--- src/include/wlhs_map.svh ---
/*
  Offsets, field positions, reset values and mode codes of the wake level
  and high-side fault status block.
  Assumes inclusion by bare name from the package and design files.
*/
`ifndef WLHS_MAP_SVH
`define WLHS_MAP_SVH

// Register port
`define WLHS_ADDR_W         7
`define WLHS_DATA_W         16
`define WLHS_WAKE_LVL_ADDR  7'h45
`define WLHS_HS_FAULT_ADDR  7'h46

// Field sizes
`define WLHS_NUM_WAKE       5
`define WLHS_NUM_HS         4

// Wake level register layout
`define WLHS_WAKE_LSB       0
`define WLHS_WAKE_MSB       4
`define WLHS_WAKE_FREE_BIT  1
`define WLHS_WAKE_RST       5'h00

// High-side fault register layout
`define WLHS_OC_LSB         0
`define WLHS_OC_MSB         3
`define WLHS_OL_LSB         5
`define WLHS_OL_MSB         8
`define WLHS_OT_LSB         10
`define WLHS_OT_MSB         13
`define WLHS_HS_RST         4'h0
`define WLHS_WORD_RST       16'h0000

// Device mode codes
`define WLHS_MODE_INIT      3'h0
`define WLHS_MODE_NORMAL    3'h1
`define WLHS_MODE_STOP      3'h2
`define WLHS_MODE_SLEEP     3'h3
`define WLHS_MODE_RESTART   3'h4
`define WLHS_MODE_FAILSAFE  3'h5

`endif

--- src/include/wlhs_pkg.sv ---
/*
  Types shared by the wake level and high-side fault status block.
  Assumes wlhs_map.svh is on the include path.
*/
`include "wlhs_map.svh"

package wlhs_pkg;
  typedef logic [2:0]                  wlhs_mode_t;
  typedef logic [`WLHS_ADDR_W-1:0]     wlhs_addr_t;
  typedef logic [`WLHS_DATA_W-1:0]     wlhs_word_t;
  typedef logic [`WLHS_NUM_WAKE-1:0]   wlhs_wake_t;
  typedef logic [`WLHS_NUM_HS-1:0]     wlhs_hs_t;
  typedef enum {
    WLHS_SEL_NONE,
    WLHS_SEL_WAKE,
    WLHS_SEL_HS
  } wlhs_rsel_t;
endpackage : wlhs_pkg

--- src/include/wlhs_flag_if.sv ---
/*
  Carrier between the status top and one bank of sticky fault flags.
  Assumes a single clock domain on both sides.
*/
`timescale 1ns/1ps
`default_nettype none

interface wlhs_flag_if;
  wlhs_pkg::wlhs_hs_t set;
  logic               clr_all;
  logic               rd_clr;
  wlhs_pkg::wlhs_hs_t flags;

  modport bank (
    input  set,
    input  clr_all,
    input  rd_clr,
    output flags
  );

  modport user (
    output set,
    output clr_all,
    output rd_clr,
    input  flags
  );
endinterface : wlhs_flag_if

`default_nettype wire

--- src/logic/wlhs_flag_bank.sv ---
/*
  One bank of sticky fault flags, cleared when read or by soft reset.
  Assumes set pulses or levels come from logic on core_clk.
*/
`timescale 1ns/1ps
`default_nettype none
`include "wlhs_map.svh"

module wlhs_flag_bank (
  // Clock and reset
  input  wire logic core_clk,
  input  wire logic rstn,
  // Flag carrier
  wlhs_flag_if.bank fb
);

  // Set beats read-clear so a persisting fault survives the read
  always_ff @(posedge core_clk or negedge rstn) begin
    if (!rstn) begin
      fb.flags <= `WLHS_HS_RST;
    end else if (fb.clr_all) begin
      fb.flags <= `WLHS_HS_RST;
    end else begin
      fb.flags <= (fb.flags & ~{`WLHS_NUM_HS{fb.rd_clr}}) | fb.set;
    end
  end

endmodule : wlhs_flag_bank

`default_nettype wire

--- src/logic/wlhs_status_top.sv ---
/*
  Wake input level register and high-side fault status register, read
  through a plain register read port behind the serial interface.
  Assumes the serial frame logic issues one-cycle read strobes on core_clk,
  mode, reset events and fault detections come from core_clk logic, and
  the wake pins are asynchronous.
*/
`timescale 1ns/1ps
`default_nettype none
`include "wlhs_map.svh"

// Overview of operation
// - Entering fail-safe mode clears all wake-source flags by itself.
// - The wake level register shows wake inputs five to one on bits 4 to 0, high as 1.
// - Reserved bits of both registers always read as zero.
// - The wake level register keeps updating in normal, stop, init and restart modes.
// - Under cyclic sense or cyclic wake the register holds the sampled level.
// - Under cyclic sense or cyclic wake the register refreshes after every sampling in normal, stop, init and restart modes.
// - After power-on the wake level reads zero; after soft reset or restart it reads zero except bit 1.
// - Overtemperature flags of switches four to one latch on bits 13 to 10, clear on read.
// - Open-load flags of switches four to one latch on bits 8 to 5, clear on read.
// - Overcurrent flags of switches four to one latch on bits 3 to 0, clear on read.
// - Soft reset clears the whole fault register; restart keeps bits 13 to 0.
module wlhs_status_top (
  // Clock and reset
  input  wire logic                 core_clk,
  input  wire logic                 rstn,
  // Reset events
  input  wire logic                 soft_reset,
  input  wire logic                 restart,
  // Device mode and cyclic sampling
  input  wire wlhs_pkg::wlhs_mode_t dev_mode,
  input  wire logic                 cyclic_en,
  input  wire logic                 cyclic_sample,
  // Wake pins
  input  wire wlhs_pkg::wlhs_wake_t wake_pin,
  // High-side fault detections
  input  wire wlhs_pkg::wlhs_hs_t   hs_overtemp_det,
  input  wire wlhs_pkg::wlhs_hs_t   hs_open_load_det,
  input  wire wlhs_pkg::wlhs_hs_t   hs_overcurrent_det,
  // Register read port
  input  wire logic                 reg_rd,
  input  wire wlhs_pkg::wlhs_addr_t reg_addr,
  output var  wlhs_pkg::wlhs_word_t reg_rdata,
  output var  logic                 reg_rvalid,
  output var  logic                 reg_hit,
  // Wake-source register control
  output var  logic                 wake_source_clear,
  // Status for other blocks
  output var  wlhs_pkg::wlhs_wake_t wake_level,
  output var  logic                 hs_fault_any
);

  // Synchronised wake pins
  wlhs_pkg::wlhs_wake_t wake_sync;

  // Mode tracking
  wlhs_pkg::wlhs_mode_t prev_mode;
  logic                 mode_updates;
  logic                 failsafe_entry;

  // Wake level state
  wlhs_pkg::wlhs_wake_t wake_input_level_status;
  wlhs_pkg::wlhs_wake_t next_wake_level;
  logic                 wake_load;
  logic                 wake_reinit;

  // Read decode
  wlhs_pkg::wlhs_rsel_t rsel;
  logic                 hs_read;

  // Fault flags and register images
  wlhs_pkg::wlhs_hs_t   ot_flags;
  wlhs_pkg::wlhs_hs_t   ol_flags;
  wlhs_pkg::wlhs_hs_t   oc_flags;
  wlhs_pkg::wlhs_word_t wake_word;
  wlhs_pkg::wlhs_word_t high_side_fault_status;

  // Flag carriers
  wlhs_flag_if ot_if ();
  wlhs_flag_if ol_if ();
  wlhs_flag_if oc_if ();

  wlhs_sync #(
    .W (`WLHS_NUM_WAKE)
  ) u_wake_sync (
    .core_clk (core_clk),
    .rstn     (rstn),
    .async_in (wake_pin),
    .sync_out (wake_sync)
  );

  // Mode decode
  always_comb begin
    unique case (dev_mode)
      `WLHS_MODE_NORMAL,
      `WLHS_MODE_STOP,
      `WLHS_MODE_INIT,
      `WLHS_MODE_RESTART: mode_updates = 1'b1;
      default:            mode_updates = 1'b0;
    endcase
  end

  always_ff @(posedge core_clk or negedge rstn) begin
    if (!rstn) begin
      prev_mode <= `WLHS_MODE_INIT;
    end else begin
      prev_mode <= dev_mode;
    end
  end

  assign failsafe_entry = (dev_mode == `WLHS_MODE_FAILSAFE) &&
                          (prev_mode != `WLHS_MODE_FAILSAFE);

  // One pulse per entry, no software access needed
  always_ff @(posedge core_clk or negedge rstn) begin
    if (!rstn) begin
      wake_source_clear <= 1'b0;
    end else begin
      wake_source_clear <= failsafe_entry;
    end
  end

  // Wake level update
  // Cyclic mode loads only on a sample strobe, so the register holds
  // the sampled level even while the pins move between samples
  assign wake_load   = mode_updates && (!cyclic_en || cyclic_sample);
  assign wake_reinit = soft_reset || restart;

  always_comb begin
    next_wake_level = wake_input_level_status;
    if (wake_reinit) begin
      next_wake_level = `WLHS_WAKE_RST;
      next_wake_level[`WLHS_WAKE_FREE_BIT] = wake_sync[`WLHS_WAKE_FREE_BIT];
    end else if (wake_load) begin
      next_wake_level = wake_sync;
    end
  end

  always_ff @(posedge core_clk or negedge rstn) begin
    if (!rstn) begin
      wake_input_level_status <= `WLHS_WAKE_RST;
    end else begin
      wake_input_level_status <= next_wake_level;
    end
  end

  // Read decode
  always_comb begin
    if (!reg_rd) begin
      rsel = wlhs_pkg::WLHS_SEL_NONE;
    end else if (reg_addr == `WLHS_WAKE_LVL_ADDR) begin
      rsel = wlhs_pkg::WLHS_SEL_WAKE;
    end else if (reg_addr == `WLHS_HS_FAULT_ADDR) begin
      rsel = wlhs_pkg::WLHS_SEL_HS;
    end else begin
      rsel = wlhs_pkg::WLHS_SEL_NONE;
    end
  end

  assign hs_read = (rsel == wlhs_pkg::WLHS_SEL_HS);

  // Fault flag banks
  // Restart leaves the flags alone; only soft reset and power-on reset wipe them
  assign ot_if.set     = hs_overtemp_det;
  assign ot_if.clr_all = soft_reset;
  assign ot_if.rd_clr  = hs_read;
  assign ol_if.set     = hs_open_load_det;
  assign ol_if.clr_all = soft_reset;
  assign ol_if.rd_clr  = hs_read;
  assign oc_if.set     = hs_overcurrent_det;
  assign oc_if.clr_all = soft_reset;
  assign oc_if.rd_clr  = hs_read;

  wlhs_flag_bank u_ot_bank (
    .core_clk (core_clk),
    .rstn     (rstn),
    .fb       (ot_if.bank)
  );

  wlhs_flag_bank u_ol_bank (
    .core_clk (core_clk),
    .rstn     (rstn),
    .fb       (ol_if.bank)
  );

  wlhs_flag_bank u_oc_bank (
    .core_clk (core_clk),
    .rstn     (rstn),
    .fb       (oc_if.bank)
  );

  assign ot_flags = ot_if.flags;
  assign ol_flags = ol_if.flags;
  assign oc_flags = oc_if.flags;

  // Register images
  always_comb begin
    wake_word = `WLHS_WORD_RST;
    wake_word[`WLHS_WAKE_MSB:`WLHS_WAKE_LSB] = wake_input_level_status;
  end

  always_comb begin
    high_side_fault_status = `WLHS_WORD_RST;
    high_side_fault_status[`WLHS_OT_MSB:`WLHS_OT_LSB] = ot_flags;
    high_side_fault_status[`WLHS_OL_MSB:`WLHS_OL_LSB] = ol_flags;
    high_side_fault_status[`WLHS_OC_MSB:`WLHS_OC_LSB] = oc_flags;
  end

  // Read data captured in the strobe cycle, before the clear lands
  always_ff @(posedge core_clk or negedge rstn) begin
    if (!rstn) begin
      reg_rdata <= `WLHS_WORD_RST;
    end else if (reg_rd) begin
      unique case (rsel)
        wlhs_pkg::WLHS_SEL_WAKE: reg_rdata <= wake_word;
        wlhs_pkg::WLHS_SEL_HS:   reg_rdata <= high_side_fault_status;
        wlhs_pkg::WLHS_SEL_NONE: reg_rdata <= `WLHS_WORD_RST;
      endcase
    end
  end

  always_ff @(posedge core_clk or negedge rstn) begin
    if (!rstn) begin
      reg_rvalid <= 1'b0;
      reg_hit    <= 1'b0;
    end else begin
      reg_rvalid <= reg_rd;
      reg_hit    <= (rsel != wlhs_pkg::WLHS_SEL_NONE);
    end
  end

  // Status for other blocks
  always_ff @(posedge core_clk or negedge rstn) begin
    if (!rstn) begin
      wake_level   <= `WLHS_WAKE_RST;
      hs_fault_any <= 1'b0;
    end else begin
      wake_level   <= wake_input_level_status;
      hs_fault_any <= |{ot_flags, ol_flags, oc_flags};
    end
  end

endmodule : wlhs_status_top

`default_nettype wire

--- src/logic/wlhs_sync.sv ---
/*
  Two-stage synchroniser for a group of asynchronous levels.
  Assumes inputs are independent levels; no word coherence is given.
*/
`timescale 1ns/1ps
`default_nettype none

module wlhs_sync #(
  parameter int W = 1
) (
  // Clock and reset
  input  wire logic         core_clk,
  input  wire logic         rstn,
  // Levels
  input  wire logic [W-1:0] async_in,
  output var  logic [W-1:0] sync_out
);

  logic [W-1:0] meta;

  // Only the second stage reads the first
  always_ff @(posedge core_clk or negedge rstn) begin
    if (!rstn) begin
      meta     <= '0;
      sync_out <= '0;
    end else begin
      meta     <= async_in;
      sync_out <= meta;
    end
  end

endmodule : wlhs_sync

`default_nettype wire

--- config.mk ---
export PLATFORM = sky130hd
export DESIGN_NAME = wlhs_status_top
export DESIGN_NICKNAME = d
export VERILOG_FILES = /design/src/include/wlhs_pkg.sv /design/src/include/wlhs_flag_if.sv /design/src/logic/wlhs_flag_bank.sv /design/src/logic/wlhs_status_top.sv /design/src/logic/wlhs_sync.sv
export VERILOG_INCLUDE_DIRS = /design/src /design/src/include
export SDC_FILE = /design/constraint.sdc
export NUM_CORES = 1
export LEC_CHECK = 0
export ABC_AREA = 1
export BUFFER_PORTS_ARGS = -buffer_cell sky130_fd_sc_hd__buf_2
export CAP_MARGIN = 20
export CORE_MARGIN = 5
export CORE_UTILIZATION = 54
export DETAILED_ROUTE_END_ITERATION = 10
export PLACE_DENSITY_LB_ADDON = 0.12
export SYNTH_ARGS = -nofsm -noshare
export SYNTH_HDL_FRONTEND = slang
export SYNTH_HIERARCHICAL = 1
export SYNTH_SLANG_ARGS = --single-unit
--- constraint.sdc ---
create_clock -name core_clk -period 1.6 [get_ports core_clk]
set_clock_uncertainty 0.15 [all_clocks]
set_input_delay 0.24 -clock core_clk [delete_from_list [all_inputs] [get_ports core_clk]]
set_output_delay 0.24 -clock core_clk [all_outputs]
set_load 0.005 [all_outputs]
-- Word-level counts from Yosys, hierarchy flattened
Cells that the tools add are included.
- multiplexer cells: 10
- bitwise logic cells: 7
- reductions and logical operators: 11
- eq/ne operators: 10
- operators with widths (kind ; count):
    $pmux W16 S3 ; 1
    $eq A32 B3 Y1 const B ; 1
    $logic_not A32 Y1 ; 1
    $reduce_bool A32 Y1 ; 1
    $eq A7 B7 Y1 const B ; 2
    $and A4 B4 Y4 ; 3
    $mux W4 ; 3
    $or A4 B4 Y4 ; 3
    $reduce_or A12 Y1 ; 1
    $mux W5 ; 2
    $eq A3 B3 Y1 const B ; 2
    $mux W2 ; 3
    $not A4 Y4 ; 1
    $reduce_or A4 Y1 ; 1
    $eq A3 B1 Y1 const B ; 1
    $eq A3 B2 Y1 const B ; 1
    $logic_not A3 Y1 ; 1
    $ne A3 B3 Y1 const B ; 1
    $eq A2 B1 Y1 const B ; 1
    $eq A2 B2 Y1 const B ; 1
    $logic_and A1 B1 Y1 ; 2
    $logic_or A1 B1 Y1 ; 2
    $reduce_bool A2 Y1 ; 1
    $logic_not A1 Y1 ; 1
    $mux W1 ; 1
- logic and storage cells: 51
- bits of input ports: 34
- flip-flop bits (word level): 55

-- Logic depth before layout (Yosys ltp)
- depth after elaboration: 9
- mapped depth: 8
- gate-level depth less buffers: 8

-- Modules after synthesis
Netlist, hierarchy kept.
- modules (own cells, without submodules) (module ; area each (um^2) ; cells each ; instances ; seq. area each (um^2)):
    wlhs_status_top ; 1283.7 ; 130 ; 1 ; 750.7
    wlhs_flag_bank ; 153.9 ; 17 ; 3 ; 100.1
    wlhs_sync ; 250.2 ; 10 ; 1 ; 250.2

-- Worst setup path before layout
Ideal clock, no wire load.
- path kind: input to register
- start: input reg_addr[5]
- end: register u_oc_bank.fb.flags[2]
- stages on the path: 8
- setup time: 0.120 ns
- arrival time: 0.890 ns
- path slack: 0.440 ns
- buffers on the path: 0
- path through: nor2_2 > nand2_2 > nor2_8 > nand2_8 > inv_2 > inv_2 > nand2_1 > a21oi_1
- cells in the longest elaborated chain, start to end: 9
- elaborated cells on any way between the ends: 10
- classes of those cells: eq/ne: 3; mux: 4; bitwise: 3
- RTL lines (element ; RTL line ; text):
    start: declaration ; wlhs_status_top.sv:43 ; input wire wlhs_pkg::wlhs_addr_t reg_addr,
    $eq A7 B7 Y1 (no source line) ; -- ;
    $mux W2 ; wlhs_status_top.sv:154 ; end else if (reg_addr == `WLHS_HS_FAULT_ADDR) begin
    $mux W2 (*) ; wlhs_status_top.sv:152 ; end else if (reg_addr == `WLHS_WAKE_LVL_ADDR) begin
    $mux W2 (*) ; wlhs_status_top.sv:150 ; if (!reg_rd) begin
    $eq A32 B3 Y1 (*) ; wlhs_status_top.sv:161 ; assign hs_read = (rsel == wlhs_pkg::WLHS_SEL_HS);
    via hs_read ; wlhs_status_top.sv:70 ; logic hs_read;
    $not A4 Y4 (*) ; wlhs_flag_bank.sv:24 ; fb.flags <= (fb.flags & ~{`WLHS_NUM_HS{fb.rd_clr}}) | fb.set;
    $and A4 B4 Y4 (*) ; wlhs_flag_bank.sv:24 ;
    $or A4 B4 Y4 (*) ; wlhs_flag_bank.sv:24 ;
    $mux W4 (*) ; wlhs_flag_bank.sv:21 ; end else if (fb.clr_all) begin
    end signal: assignment ; wlhs_flag_bank.sv:20 ; fb.flags <= `WLHS_HS_RST;
    end signal: assignment ; wlhs_flag_bank.sv:22 ; fb.flags <= `WLHS_HS_RST;
    end signal: assignment ; wlhs_flag_bank.sv:24 ;
    end: declaration ; wlhs_flag_if.sv:18 ; output flags
Mark *: on every way through the listed nets, which the timed path passes. The rest lies on a longest branch.
A chain may end at the register's enable or synchronous reset.

-- Worst setup path after layout
- start: input dev_mode[2]
- end: register wake_input_level_status[1]
- cells in the longest elaborated chain, start to end: 5
- elaborated cells on any way between the ends: 8
- classes of those cells: eq/ne: 3; mux: 1; reduce/logical: 4
- RTL lines (element ; RTL line ; text):
    start: declaration ; wlhs_status_top.sv:32 ; input wire wlhs_pkg::wlhs_mode_t dev_mode,
    $eq A3 B1 Y1 (tied with other cells) ; wlhs_status_top.sv:95 ; unique case (dev_mode)
    $reduce_or A4 Y1 (*) ; wlhs_status_top.sv:95 ;
    $mux W1 (*) ; wlhs_status_top.sv:95 ;
    $logic_and A1 B1 Y1 (*) ; wlhs_status_top.sv:127 ; assign wake_load = mode_updates && (!cyclic_en || cyclic_sample);
    $reduce_bool A2 Y1 (no source line) (*) ; -- ;
    end signal: assignment ; wlhs_status_top.sv:142 ; wake_input_level_status <= `WLHS_WAKE_RST;
    end signal: assignment ; wlhs_status_top.sv:144 ; wake_input_level_status <= next_wake_level;
    end: declaration ; wlhs_status_top.sv:63 ; wlhs_pkg::wlhs_wake_t wake_input_level_status;
Mark *: on every way between the ends. The rest lies on a longest branch, timed or not.

==> metrics.cfg <==
[hold_path]
hold_class = input pin to register

[logic_synthesis]
ys_seq_area_share_pct = 65.2
yosysWarnings = 6
synth_area_mm2 = 0.00200
synth_seq_cells = 52
avgSynthCellArea_um2 = 10.4
ys_dominant_reg_cell = dfrtp_1
yosysUniqueCellTypes = 19
syn-instance-count = 191
async_flop_share_pct = 100
synth_edf_count = 0

[global_route]
grt.total_usage_pct = 16.2
grt_pass1_vias = 1333
grt_max_degree = 20
grt_antenna_before_repair = 0
grt_overflow = 0
grt_pass1_wl_um = 6310

[placement]
port_buffers = 55
dpl.cell_count = 294
place_congestion = 0.786
place_hpwl_um = 2750
detailedPlace.worstSlack_ps = 172

[job]
cap_violations = 0

[worst_setup_path]
end_kind = register
worstPathRequired_ps = 1640
crit_type = input pin to register
worst_setup_path_start_kind = input pin
arrival_ps = 1470
worstPathMaxFanout = 6

[drt]
dr_total_vias = 1439
wire_per_inst_um = 11.6
via_per_inst = 4.61
ant_nets = 0
routed_wl_um = 3630
drt_pass1_iterations = 4
drt_iter0_drc = 71
route.detailed.drc = 0

[floorplanning]
die_h_um = 70.8
dieArea_mm2 = 0.00501
initial_core_util_pct = 54.9
io_pins = 59
dieWidth_um = 70.8
core_area_mm2 = 0.00363
rows = 22

[final_layout]
nets = 297
stdcell_count = 312
final_common_cell = buf_2
drive_gt1_share_pct = 33.7
layout_common_cells = buf_2, dfrtp_1, nand2_1
antenna_cells = 0
final_util_pct = 69.8
area_growth_pct = 27.1

[pwr]
pwr_density_cell_mw_per_mm2 = 922
p_leak_uw = 0.00141
vdd_ir_drop_max_v = 0.000677

[timing]
worst_slack_ps = 175
rsz0062_at_grt = no
period_share_pct = 89.1
slew_violations = 0
fmax_ghz = 0.702
setup_viol = 0
fin_crit_ps = 1420
setup_tns_ps = 0
hold_viol = 0

[clocking]
clk_latency_ps = 290
cts_buffers = 5
cts_root_buffer = clkbuf_8
cts_resized = 0
postCtsSetupBuffers = 0
clock-sinks = 52
cts_tree = done
htreeDepth = 2
clockBufferDepth = 2
clkTransAtPathRegs_ps = 80

[outcome]
outcome = completed

-- path summary, 6_finish.rpt --
kind | start | end | slack [ps] | cells after the start
min in group asynchronous | rstn | reg_rdata[1] | 270 | 2
worst min-delay path | hs_overcurrent_det[2] | u_oc_bank/fb.flags[2] | 20 | 3
worst min register to register | u_wake_sync/meta[0] | u_wake_sync/sync_out[0] | 200 | 0
worst max register to register | u_oc_bank/fb.flags[2] | hs_fault_any | 500 | 2
worst max-delay path | dev_mode[2] | wake_input_level_status[1] | 180 | 8
max in group asynchronous | rstn | u_oc_bank/fb.flags[2] | 580 | 3
-- state kept, by name, indices dropped and copies added (netlist names) --
name,flops
u_oc_bank/fb.flags,4
prev_mode,3
wake_source_clear,1
wake_level,5
reg_hit,1
reg_rvalid,1
hs_fault_any,1
u_ot_bank/fb.flags,4
u_wake_sync/meta,5
wake_input_level_status,5
u_wake_sync/sync_out,5
reg_rdata,13
u_ol_bank/fb.flags,4
-- cell type report --
type / instances / area (µm²)
clock buffers: 8 / 90.1
flip-flops and latches: 52 / 1300
fillers: 317 / 1100
inverters: 32 / 120
multi-input cells: 104 / 543
repair buffers: 68 / 423
well taps: 48 / 60.1
-- cell usage after synthesis (3+ instances only) --
library cell / number / area (µm²)
nand2_2: 3 / 18.8
dfrtp_1: 52 / 1300
buf_4: 3 / 22.5
o21ai_2: 8 / 70.1
inv_2: 8 / 30.0
nor2_2: 3 / 18.8
nand3_1: 18 / 90.1
nand4_1: 6 / 37.5
a21oi_1: 12 / 60.1
inv_1: 24 / 90.1
nand2_1: 44 / 165
-- metrics by stage --
stage               power [µW]  hold WS, ps  cell area [µm²]
CTS                       2360         9.19             2540
global placement          1610         60.2             2350
finish                    2340         17.2             2540
detailed placement        1610         63.9             2350
global route              2450         2.89             2540
floorplan                 1500         -206             2000
-- layer usage --
layer	wire length [µm]	vias to the layer above	track usage, %
met5	0	-	0
met3	375	5	5.54
met4	55	0	5.64
met1	1670	640	23.7
li1	-	737	-
met2	1530	57	22.6
-- critical path, stage by stage --
cell and delay (ps):
dlygate4sd3_1 540, buf_2 140, inv_1 70, nand2_1 50
nand2_1 160, nand2_2 130, nand3_1 90, nand2_1 50
-- cells by family (layout without fill, tap and decap cells) --
logic type | after synthesis | count (layout) | share of synthesized area (%)
compound gates | 20 | 20 | 6.52
buf+inv | 37 | 108 | 7.96
flops | 52 | 52 | 65.2
other cells | 1 | 3 | 0.188
simple gates | 81 | 81 | 20.1
-- power by group --
group,switching [µW],total [µW],internal (µW)
clock,385,738,353
sequential,26.1,1390,1360
combinational,118,211,92.7
-- what timing repair did --
item / 4_1_cts / 5_1_grt
hold buffers: 10 / 0
endpoints found under the hold margin: 26 / 0
endpoints found under the setup margin: 0 / 0
Note: power is estimated with default switching activity, not from simulation.
